==> config.mk <==
export PLATFORM = sky130hd
export DESIGN_NAME = bccs_top
export DESIGN_NICKNAME = d
export VERILOG_FILES = /design/src/logic/bccs_top.v
export VERILOG_INCLUDE_DIRS = /design/src /design/src/logic
export SDC_FILE = /design/constraint.sdc
export NUM_CORES = 1
export LEC_CHECK = 0
export BUFFER_PORTS_ARGS = -buffer_cell sky130_fd_sc_hd__buf_2
export CORE_MARGIN = 2
export CORE_UTILIZATION = 45
export CTS_CLUSTER_DIAMETER = 100
export DETAILED_ROUTE_END_ITERATION = 12
export GPL_ROUTABILITY_DRIVEN = 0
export PLACE_DENSITY = 0.82
export SYNTH_ARGS = -nofsm -noshare
export SYNTH_HDL_FRONTEND = slang
export SYNTH_SLANG_ARGS = --single-unit
==> constraint.sdc <==
create_clock -name pclk -period 2.9 [get_ports pclk]
set_clock_uncertainty 0.2 [all_clocks]
set_input_delay 0.29 -clock pclk [delete_from_list [all_inputs] [get_ports pclk]]
set_output_delay 0.29 -clock pclk [all_outputs]
set_load 0.01 [all_outputs]
==> src/logic/bccs_map.vh <==
// Purpose: constants for the boot configuration clock select block
// Assumes: 32-bit apb, word aligned registers
// Notes: offsets of the register window are local choices
`ifndef BCCS_MAP_VH
`define BCCS_MAP_VH
`define BCCS_OFF_WORD0 12'h000
`define BCCS_OFF_WORD1 12'h004
`define BCCS_OFF_STATUS 12'h008
`define BCCS_OFF_LOAD0 12'h00c
`define BCCS_OFF_LOAD1 12'h010
`define BCCS_OFF_CTRL 12'h014
`define BCCS_ERASED 32'hffffffff
`define BCCS_W0_RSV_ONES 32'h6effffff
`define BCCS_W0_RSV_MASK 32'heef003e0
`define BCCS_W0_CP 28
`define BCCS_W0_BWP 24
`define BCCS_W0_DBG_EN 2
`define BCCS_W1_CKSM_HI 15
`define BCCS_W1_CKSM_LO 14
`define BCCS_W1_PBDIV_HI 13
`define BCCS_W1_PBDIV_LO 12
`define BCCS_W1_CLOCK_OUTPUT_CFG 10
`define BCCS_W1_POSC_HI 9
`define BCCS_W1_POSC_LO 8
`define BCCS_W1_TWO_SPEED_SWITCHOVER 7
`define BCCS_W1_SOSC_EN 5
`define BCCS_W1_NOSC_HI 2
`define BCCS_W1_NOSC_LO 0
`define BCCS_W1_RSV_MASK 32'h00000858
`define BCCS_POSC_EC 2'h0
`define BCCS_POSC_XT 2'h1
`define BCCS_POSC_HS 2'h2
`define BCCS_POSC_OFF 2'h3
`define BCCS_NOSC_FRC 3'h0
`define BCCS_NOSC_FAST_INTERNAL_OSC_DIVIDED_PLL 3'h1
`define BCCS_NOSC_POSC 3'h2
`define BCCS_NOSC_POSC_PLL 3'h3
`define BCCS_NOSC_SOSC 3'h4
`define BCCS_NOSC_LOW_POWER_INTERNAL_OSC 3'h5
`define BCCS_NOSC_FAST_INTERNAL_OSC_DIV16 3'h6
`define BCCS_NOSC_FAST_INTERNAL_OSC_DIVIDED 3'h7
`define BCCS_CTRL_RELEASE 0
`define BCCS_CTRL_LOAD 1
`endif

==> src/logic/bccs_top.v <==
// Purpose: capture and decode of the two boot configuration words
// Assumes: nonvolatile words arrive on nv_word0/nv_word1 ports, apb slave
// Notes: words latch once after reset release, then stay read-only
// Functional notes
// - code_protect low refuses external programmer reads and writes of flash.
// - boot_write_protect low blocks boot flash writes during execution.
// - debug_port_enable in word0 seeds the runtime_config_control debug enable.
// - clock_switch_monitor_sel 1x disables both, 01 switching only, 00 both.
// - periph_bus_divisor_default codes 00..11 divide system_clock by 1, 2, 4, 8.
// - clock_out_config low drives clock_output on osc_output_pin if primary mode is 11 or 00.
// - primary_osc_mode 11 off, 10 high speed crystal, 01 standard crystal, 00 external clock.
// - two_speed_switchover high runs from the internal oscillator until a primary source (010 or 011) is ready.
// - secondary_osc_enable high turns the secondary oscillator on.
// - osc_source_select 111 divided fast, 110 div16 fast, 101 low power, 100 secondary.
// - osc_source_select 011 primary with loop, 010 primary, 001 divided fast with loop, 000 fast.
`include "bccs_map.vh"
`default_nettype none
module bccs_top (
    input wire pclk,
    input wire presetn,
    input wire psel,
    input wire penable,
    input wire pwrite,
    input wire [11:0] paddr,
    input wire [31:0] pwdata,
    output wire pready,
    output wire pslverr,
    output reg [31:0] prdata,
    input wire [31:0] nv_word0,
    input wire [31:0] nv_word1,
    input wire prog_read_req,
    input wire prog_write_req,
    input wire cpu_boot_write_req,
    input wire osc_source_ready,
    output wire prog_read_grant,
    output wire prog_write_grant,
    output wire boot_write_grant,
    output wire debug_port_enable,
    output wire clock_switch_enable,
    output wire fail_safe_monitor_enable,
    output wire [3:0] periph_bus_divisor,
    output wire [1:0] primary_osc_mode,
    output wire primary_osc_enable,
    output wire high_speed_crystal_mode,
    output wire standard_crystal_mode,
    output wire external_clock_mode,
    output wire clock_output_enable,
    output wire secondary_osc_enable,
    output wire [7:0] osc_source_onehot,
    output wire pll_enable,
    output wire running_on_internal,
    output wire cpu_fetch_enable
);
    localparam ST_LOAD = 3'b001;
    localparam ST_WAIT = 3'b010;
    localparam ST_RUN = 3'b100;

    reg [2:0] state_ff;
    reg [2:0] nxt_state;
    reg [31:0] word0_ff;
    reg [31:0] word1_ff;
    reg loaded_ff;
    reg two_speed_switchover_hold_ff;
    reg nxt_two_speed_switchover_hold;
    reg soft_release_ff;

    wire cp_bit = word0_ff[`BCCS_W0_CP];
    wire bwp_bit = word0_ff[`BCCS_W0_BWP];
    wire [1:0] cksm = word1_ff[`BCCS_W1_CKSM_HI:`BCCS_W1_CKSM_LO];
    wire [1:0] pbdiv = word1_ff[`BCCS_W1_PBDIV_HI:`BCCS_W1_PBDIV_LO];
    wire [2:0] nosc = word1_ff[`BCCS_W1_NOSC_HI:`BCCS_W1_NOSC_LO];
    wire w0_rsv_ok = ((word0_ff ^ `BCCS_W0_RSV_ONES) & `BCCS_W0_RSV_MASK) == 32'h0;
    wire w1_rsv_ok = (word1_ff & `BCCS_W1_RSV_MASK) == `BCCS_W1_RSV_MASK;
    wire combo_bad = (nosc == `BCCS_NOSC_POSC) && (primary_osc_mode == `BCCS_POSC_OFF);
    wire uses_primary = (nosc == `BCCS_NOSC_POSC) || (nosc == `BCCS_NOSC_POSC_PLL);

    // capture sequence: load words, optional two-speed wait, then run
    always @*
    begin
        nxt_state = state_ff;
        nxt_two_speed_switchover_hold = two_speed_switchover_hold_ff;
        case (state_ff)
            ST_LOAD:
            begin
                nxt_state = ST_WAIT;
                nxt_two_speed_switchover_hold = 1'b1;
            end
            ST_WAIT:
            begin
                if (!word1_ff[`BCCS_W1_TWO_SPEED_SWITCHOVER] || !uses_primary || osc_source_ready)
                begin
                    nxt_state = ST_RUN;
                    nxt_two_speed_switchover_hold = 1'b0;
                end
            end
            ST_RUN:
            begin
                nxt_state = ST_RUN;
                nxt_two_speed_switchover_hold = 1'b0;
            end
            default:
            begin
                nxt_state = ST_LOAD;
                nxt_two_speed_switchover_hold = 1'b0;
            end
        endcase
    end

    always @(posedge pclk or negedge presetn)
    begin
        if (!presetn)
        begin
            state_ff <= ST_LOAD;
            two_speed_switchover_hold_ff <= 1'b0;
            loaded_ff <= 1'b0;
            word0_ff <= `BCCS_ERASED;
            word1_ff <= `BCCS_ERASED;
        end
        else
        begin
            state_ff <= nxt_state;
            two_speed_switchover_hold_ff <= nxt_two_speed_switchover_hold;
            if (state_ff == ST_LOAD)
            begin
                word0_ff <= nv_word0;
                word1_ff <= nv_word1;
                loaded_ff <= 1'b1;
            end
        end
    end

    // apb: zero wait, writes only to the release control bit
    wire apb_access = psel && penable;
    wire addr_ok = (paddr == `BCCS_OFF_WORD0) || (paddr == `BCCS_OFF_WORD1) ||
                   (paddr == `BCCS_OFF_STATUS) || (paddr == `BCCS_OFF_LOAD0) ||
                   (paddr == `BCCS_OFF_LOAD1) || (paddr == `BCCS_OFF_CTRL);
    wire ro_hit = (paddr != `BCCS_OFF_CTRL);
    assign pready = 1'b1;
    assign pslverr = apb_access && (!addr_ok || (pwrite && ro_hit));

    always @(posedge pclk or negedge presetn)
    begin
        if (!presetn)
            soft_release_ff <= 1'b1;
        else if (apb_access && pwrite && paddr == `BCCS_OFF_CTRL)
            soft_release_ff <= pwdata[`BCCS_CTRL_RELEASE];
    end

    always @(posedge pclk or negedge presetn)
    begin
        if (!presetn)
            prdata <= 32'h0;
        else if (psel && !penable && !pwrite)
        begin
            case (paddr)
                `BCCS_OFF_WORD0: prdata <= word0_ff;
                `BCCS_OFF_WORD1: prdata <= word1_ff;
                `BCCS_OFF_STATUS: prdata <= {24'h0, state_ff, combo_bad,
                                            w1_rsv_ok, w0_rsv_ok, two_speed_switchover_hold_ff, loaded_ff};
                `BCCS_OFF_LOAD0: prdata <= nv_word0;
                `BCCS_OFF_LOAD1: prdata <= nv_word1;
                `BCCS_OFF_CTRL: prdata <= {30'h0, loaded_ff, soft_release_ff};
                default: prdata <= 32'h0;
            endcase
        end
    end

    // decoded settings from captured words, grants gated by live requests
    assign prog_read_grant = prog_read_req && cp_bit;
    assign prog_write_grant = prog_write_req && cp_bit;
    assign boot_write_grant = cpu_boot_write_req && bwp_bit;
    assign debug_port_enable = word0_ff[`BCCS_W0_DBG_EN];
    assign clock_switch_enable = !cksm[1];
    assign fail_safe_monitor_enable = (cksm == 2'h0);
    assign periph_bus_divisor = 4'h1 << pbdiv;
    assign primary_osc_mode = word1_ff[`BCCS_W1_POSC_HI:`BCCS_W1_POSC_LO];
    assign primary_osc_enable = (primary_osc_mode != `BCCS_POSC_OFF);
    assign high_speed_crystal_mode = (primary_osc_mode == `BCCS_POSC_HS);
    assign standard_crystal_mode = (primary_osc_mode == `BCCS_POSC_XT);
    assign external_clock_mode = (primary_osc_mode == `BCCS_POSC_EC);
    assign clock_output_enable = !word1_ff[`BCCS_W1_CLOCK_OUTPUT_CFG] &&
        (primary_osc_mode == `BCCS_POSC_OFF || primary_osc_mode == `BCCS_POSC_EC);
    assign secondary_osc_enable = word1_ff[`BCCS_W1_SOSC_EN] ||
        (nosc == `BCCS_NOSC_SOSC);
    assign osc_source_onehot = 8'h01 << nosc;
    assign pll_enable = (nosc == `BCCS_NOSC_POSC_PLL) ||
        (nosc == `BCCS_NOSC_FAST_INTERNAL_OSC_DIVIDED_PLL);
    assign running_on_internal = two_speed_switchover_hold_ff;
    assign cpu_fetch_enable = (state_ff == ST_RUN) && soft_release_ff;
endmodule
`default_nettype wire

==> metrics.yaml, run 1 <==
detailed_routing:
  drtPass1Iterations: 5
  drc: 0
  vias_per_cell: 5.84
  vias: 4437
  drt.antenna.violating_nets: 0
  drt_iter0_markers: 273
  routed_wl_um: 14400
  post_drt_wl_per_cell_um: 19.0
yosys:
  synth_flop_cell: "dfstp_2"
  synth-edff-count: 0
  synth_area_um2: 5160
  muxShareOfSynthArea: 0.216
  synth_fa_ha_area_frac: 0.00970
  synth-xor-area-share: 0.00170
  ys_async_sr_fraction: 1.00
  syn_area_per_cell_um2: 12.1
  syn-num-nets: 548
  synth_seq_cells: 101
  synth_top_family_by_area: "multiplexers"
  yosysWarnings: 0
  ys_seq_area_frac: 0.506
  synth.distinct_cells: 45
  synth_compound_area_frac: 0.115
  netlist_instances: 427
  synth-simple-area-share: 0.113
layout:
  antenna_cells: 0
  nNetsFinal: 733
  drive_above_1_share: 0.519
  area_growth_pct: 32.9
  utilization: 0.606
critical_path:
  crit_start: "word1_ff[2]$_DFFE_PN1P_"
  timing.rr.start: "state_ff[0]$_DFFE_PN1P_"
  cp_max_fo: 13
  worstPathArrival_ns: 1.59
  crit_chain: "nor3b_1 > or2_2 > buf_2"
  critPathRequiredTime_ns: 2.41
  slowest_stage: "dfstp_2"
  crit_type: "flop to primary output"
  endpoint_kind: "primary output"
  slowest_delay_ns: 0.65
  critPathLaunchType: "flop"
die:
  dieArea_um2: 12300
  rows: 39
  die_height_um: 111
  dieWidth_um: 111
  initial_utilization: 0.456
  coreArea_um2: 11300
  ios: 180
grt:
  grt_overflow_total: 0
  grt_use_total: 0.236
  antenna_found_initial: 0
  first_global_vias: 4639
  grt_max_degree: 63
  grt_pass1_wl_um: 23500
power_and_ir_drop:
  powerDensity_nw_per_um2: 410
  leakagePower_uw: 0.00315
  ir_drop_mv: 0.380
placed_design:
  io_buffer_count: 147
  post-dp-hpwl_um: 9150
clock_network:
  clock_latency_ns: 0.34
  clk_path_buf_depth: 2
  root_buffer: "clkbuf_16"
  cts_inserted_buffers: 9
  path_clk_slew_ns: 0.06
  cts_setup_buffers: 0
  cts_tree: "yes"
  clkSinkCount: 101
  htreeDepth: 3
outcome:
  status: "finished, final reports clean"
timing:
  slew_headroom: 0.569
  drv_slew: 0
  max_freq_mhz: 481
  hold_viol: 0
  tightest_slew_ns: 0.646
  setup_violations: 0
  final.setup.tns_ns: 0
  fin_crit_sh: 0.717
  finalCriticalPeriod_ns: 2.08
  rsz0062_at_grt: "false"
flow_run:
  max_cap_violations: 0
min_path:
  hold_path_class: "input port to flop"
  min-delay-start: "nv_word1[12]"
Yosys cell counts, types with 5 or more instances:
master | count | area, um^2
clkbuf_1 | 25 | 93.8
dfrtp_1 | 35 | 876
a22o_1 | 8 | 70.1
nor3b_1 | 5 | 37.5
a32oi_1 | 22 | 193
dfstp_2 | 66 | 1730
nand2_1 | 12 | 45.0
buf_2 | 11 | 55.1
a21oi_1 | 8 | 40.0
mux4_2 | 5 | 113
inv_1 | 6 | 22.5
nand4_1 | 25 | 156
nand3_1 | 6 | 30.0
o211ai_1 | 20 | 150
mux2_2 | 64 | 721
o21ai_0 | 11 | 55.1
mux2i_1 | 28 | 280
nor3_1 | 5 | 25.0
nor2_1 | 18 | 67.6
cells by family after synthesis:
group                    count (synthesis)
AO/OA/AOI/OAI                           79
XOR/XNOR                                 1
adder cells (fa/ha/maj)                  4
buffers and inverters                   46
flip-flops                             101
multiplexers                            97
other                                    1
AND/OR/NAND/NOR                         98
sequential cells by signal, summed over array words and instances (netlist names):
signal / flops
word1_ff: 32
state_ff: 3
prdata: 32
word0_ff: 32
loaded_ff: 1
soft_release_ff: 1
layout by cell type, fill, tap and decap left out, types with 11 or more instances in the layout:
cell type | Yosys | routed
buf_2 | 11 | 146
dfstp_2 | 66 | 66
mux2_2 | 64 | 64
dlygate4sd3_1 | 0 | 54
dfrtp_1 | 35 | 35
mux2i_1 | 28 | 28
nand4_1 | 25 | 25
a32oi_1 | 22 | 22
o211ai_1 | 20 | 20
nor2_1 | 18 | 14
nand2_1 | 12 | 12
o21ai_0 | 11 | 11
buf_4 | 3 | 11
worst max-delay path, delay by kind of cell (launching register included):
kind	cells	cell delay, ns
DFF	1	0.65
and+or+nand+nor	2	0.47
buffers and inverters	1	0.12
metal layers:
| layer | up-vias | share of wire | track usage |
|---|---|---|---|
| li1 | 1996 | - | - |
| met1 | 2202 | 0.41 | 0.295 |
| met2 | 210 | 0.50 | 0.401 |
| met3 | 29 | 0.063 | 0.0498 |
| met4 | 0 | 0.024 | 0.0971 |
| met5 | - | 0 | 0 |
where the power goes:
| group | switching, uW | total (uW) | internal [uW] |
|---|---|---|---|
| Combinational | 137 | 269 | 132 |
| Clock | 514 | 1120 | 605 |
| Sequential | 3.23 | 1420 | 1420 |
stage by stage:
stage | cells | worst slack (ns) | hold slack [ns] | cell area [um^2] | power (uW)
after floorplan | 427 | 0.800 | -0.206 | 5160 | 1520
after global placement | 690 | 0.558 | 0.124 | 6050 | 1650
after detailed placement | 690 | 0.459 | 0.134 | 6050 | 1650
after CTS | 760 | 0.817 | 0.0000843 | 6860 | 2840
after global routing | 760 | 0.702 | 0.00521 | 6860 | 2920
final | 760 | 0.821 | 0.0127 | 6860 | 2810
worst paths after layout:
check,to,cells after the start,slack [ns]
setup / recovery,secondary_osc_enable,3,0.82
hold reg to reg,prdata[28]$_DFFE_PN0P_,1,0.31
hold / removal,word1_ff[12]$_DFFE_PN1P_,2,0.01
min in group asynchronous,state_ff[1]$_DFFE_PN0P_,2,0.30
max in group asynchronous,word0_ff[28]$_DFFE_PN1P_,3,1.44
setup reg to reg,word0_ff[17]$_DFFE_PN1P_,4,0.89
what timing repair did:
item / 4_1_cts / 5_1_grt
endpoints found under the hold margin: 69 / 0
resized for setup: 0 / 0
hold buffers: 54 / 0
area by class of cell:
type | instances | area (um^2)
tap | 143 | 179
fill | 873 | 4460
multi-input combinational | 280 | 2370
inverter | 6 | 22.5
clock buffer | 14 | 254
timing repair buffer | 214 | 1410
clock inverter | 2 | 10.0
sequential | 101 | 2610
(Power assumes the default switching activity.)
==> run 2, diff against run 1 <==
==> constraint.sdc (replaced) <==
create_clock -name pclk -period 1.97 [get_ports pclk]
set_clock_uncertainty 0.2 [all_clocks]
set_input_delay 0.197 -clock pclk [delete_from_list [all_inputs] [get_ports pclk]]
set_output_delay 0.197 -clock pclk [all_outputs]
set_load 0.01 [all_outputs]
==> run 2 against run 1 <==
  * Total power grew 53%
  * Wire length grew 7.1%
  * Sequential power increased by 48%
  * Largest power group unchanged
  * Non-clock buffer count up 27
  * Critical endpoint unchanged
  * Clock power increased by 59%
==> metrics.yaml, run 2 (same netlist as run 1, synthesis figures left out) <==
clock_network:
  cts_tree: "yes"
  cts_inserted_buffers: 9  # unchanged
  clock_latency_ns: 0.34  # about the same
  clk_path_buf_depth: 2  # unchanged
  htreeDepth: 3  # unchanged
  root_buffer: "clkbuf_16"
  path_clk_slew_ns: 0.07  # about the same
  clkSinkCount: 101  # unchanged
die:
  dieArea_um2: 12300  # unchanged
  ios: 180  # unchanged
  coreArea_um2: 11300  # unchanged
  initial_utilization: 0.456  # unchanged
  die_height_um: 111  # unchanged
  dieWidth_um: 111  # unchanged
  rows: 39  # unchanged
critical_path:
  slowest_delay_ns: 0.53  # -0.12 ns
  crit_type: "flop to primary output"
  rrSetupSlack_ns: 0.07  # -0.82 ns
  worstPathArrival_ns: 1.51  # -0.08 ns
  critPathLaunchType: "flop"
  slowest_stage: "dfstp_2"
  crit_chain: "buf_4 > nor3b_4 > or2_2 > buf_2"
  critPathRequiredTime_ns: 1.57  # -0.84 ns
  cp_max_fo: 11  # -2
  endpoint_kind: "primary output"
timing:
  setup_violations: 0  # unchanged
  hold_viol: 0  # unchanged
  final.setup.tns_ns: 0  # unchanged
  tightest_slew_ns: 0.556  # -0.0899 ns
  max_freq_mhz: 524
  drv_slew: 0  # unchanged
  rsz0062_at_grt: "false"
  finalCriticalPeriod_ns: 1.91
  fin_crit_sh: 0.968
  slew_headroom: 0.630  # +0.0609
power_and_ir_drop:
  powerDensity_nw_per_um2: 596  # +45%
  leakagePower_uw: 0.00332  # +5.3%
  ir_drop_mv: 0.747  # +96%
layout:
  fillers: 835  # -4.4%
  multi_input_area_um2: 2400  # +1.4%
  nNetsFinal: 760  # +3.7%
  register_area_um2: 2610  # unchanged
  largestRegisters: "prdata (32), word0_ff (32), word1_ff (32)"
  antenna_cells: 0  # unchanged
  layout_commonest_cell: "buf_2"
  area_growth_pct: 40.0
  drive_above_1_share: 0.531  # +0.0124
  fin_cells: 787  # +3.6%
  layout_common_cells: "buf_2, dlygate4sd3_1, dfstp_2"
grt:
  grt_max_degree: 102  # +62%
  antenna_found_initial: 0  # unchanged
  grt_overflow_total: 0  # unchanged
  grt_use_total: 0.249  # +0.0121
  first_global_vias: 4731  # +2.0%
  grt_pass1_wl_um: 24600  # +4.6%
outcome:
  status: "finished, final reports clean"
placed_design:
  io_buffer_count: 147  # unchanged
  post-dp-hpwl_um: 9310  # +1.7%
  post-place-cells: 700  # +1.4%
detailed_routing:
  drc: 0  # unchanged
  routed_wl_um: 15400  # +7.1%
  drt.antenna.violating_nets: 0  # unchanged
  post_drt_wl_per_cell_um: 19.6  # +3.4%
  drt_iter0_markers: 275  # +0.73%
  vias: 4510  # +1.6%
  drtPass1Iterations: 4  # -1
  vias_per_cell: 5.73  # -1.8%
min_path:
  hold_path_class: "input port to flop"
flow_run:
  max_cap_violations: 0  # unchanged
==> run 2: cell count changes in the layout (fill, tap and decap cells not counted), sizes merged <==
cell and change:
buf +14, dlygate4sd3 +13, clkbuf -3, clkinv +2
bufinv +1
==> run 2: critical path, delay by kind of cell (launching register included) <==
family,cells,cell delay [ns]
flip-flops,1,0.53
buffers and inverters,2,0.31
AND/OR/NAND/NOR,2,0.33
==> run 2: layout make-up <==
type	instances	area share
multi-input cells	280	0.332
flip-flops and latches	101	0.361
inverters	6	0.00312
repair buffers	241	0.238
well taps	143	0.0248
clock inverters	5	0.00693
clock buffers	11	0.0336
==> run 2: path summary, 6_finish.rpt <==
check | startpoint | end | depth (start not counted)
max | word1_ff[1]$_DFFE_PN1P_ | secondary_osc_enable | 4
max reg2reg | word1_ff[9]$_DFFE_PN1P_ | prdata[4]$_DFFE_PN0P_ | 5
min | penable | prdata[4]$_DFFE_PN0P_ | 4
min reg2reg | prdata[3]$_DFFE_PN0P_ | prdata[3]$_DFFE_PN0P_ | 2
max in group asynchronous | presetn | word0_ff[22]$_DFFE_PN1P_ | 3
min in group asynchronous | presetn | prdata[8]$_DFFE_PN0P_ | 3
==> run 2: metrics by stage <==
stage,power [uW],area [um^2],setup slack (ns),hold slack (ns),util
2_1_floorplan,2240,5160,0.0117,-0.299,-
3_3_place_gp,2440,6190,-0.126,0.0930,0.547
3_5_place_dp,2450,6190,-0.180,0.0992,0.547
4_1_cts,4330,7160,0.00372,0.0927,0.633
5_1_grt,4440,7220,0.000313,0.128,0.638
6_report,4300,7220,0.0623,0.109,0.638
==> run 2: timing repair <==
action,in CTS,in global routing
setup buffers,0,4
pin swaps,0,1
resized for setup,2,6
setup endpoints to repair,2,2
hold endpoints to repair,127,0
hold buffers,67,0
==> run 2: per-layer routing <==
layer  GRT usage  up-vias  part of all wire
li1            -     2043                 -
met1       0.304     2264              0.39
met2       0.438      174              0.53
met3      0.0558       29             0.060
met4      0.0790        0             0.021
met5           0        -                 0
==> run 2: where the power goes <==
group / leakage, uW / switching, uW / internal, uW
Combinational: 0.00201 / 210 / 220
Sequential: 0.00116 / 4.97 / 2090
Clock: 0.000149 / 765 / 1010
Total: 0.00332 / 980 / 3320
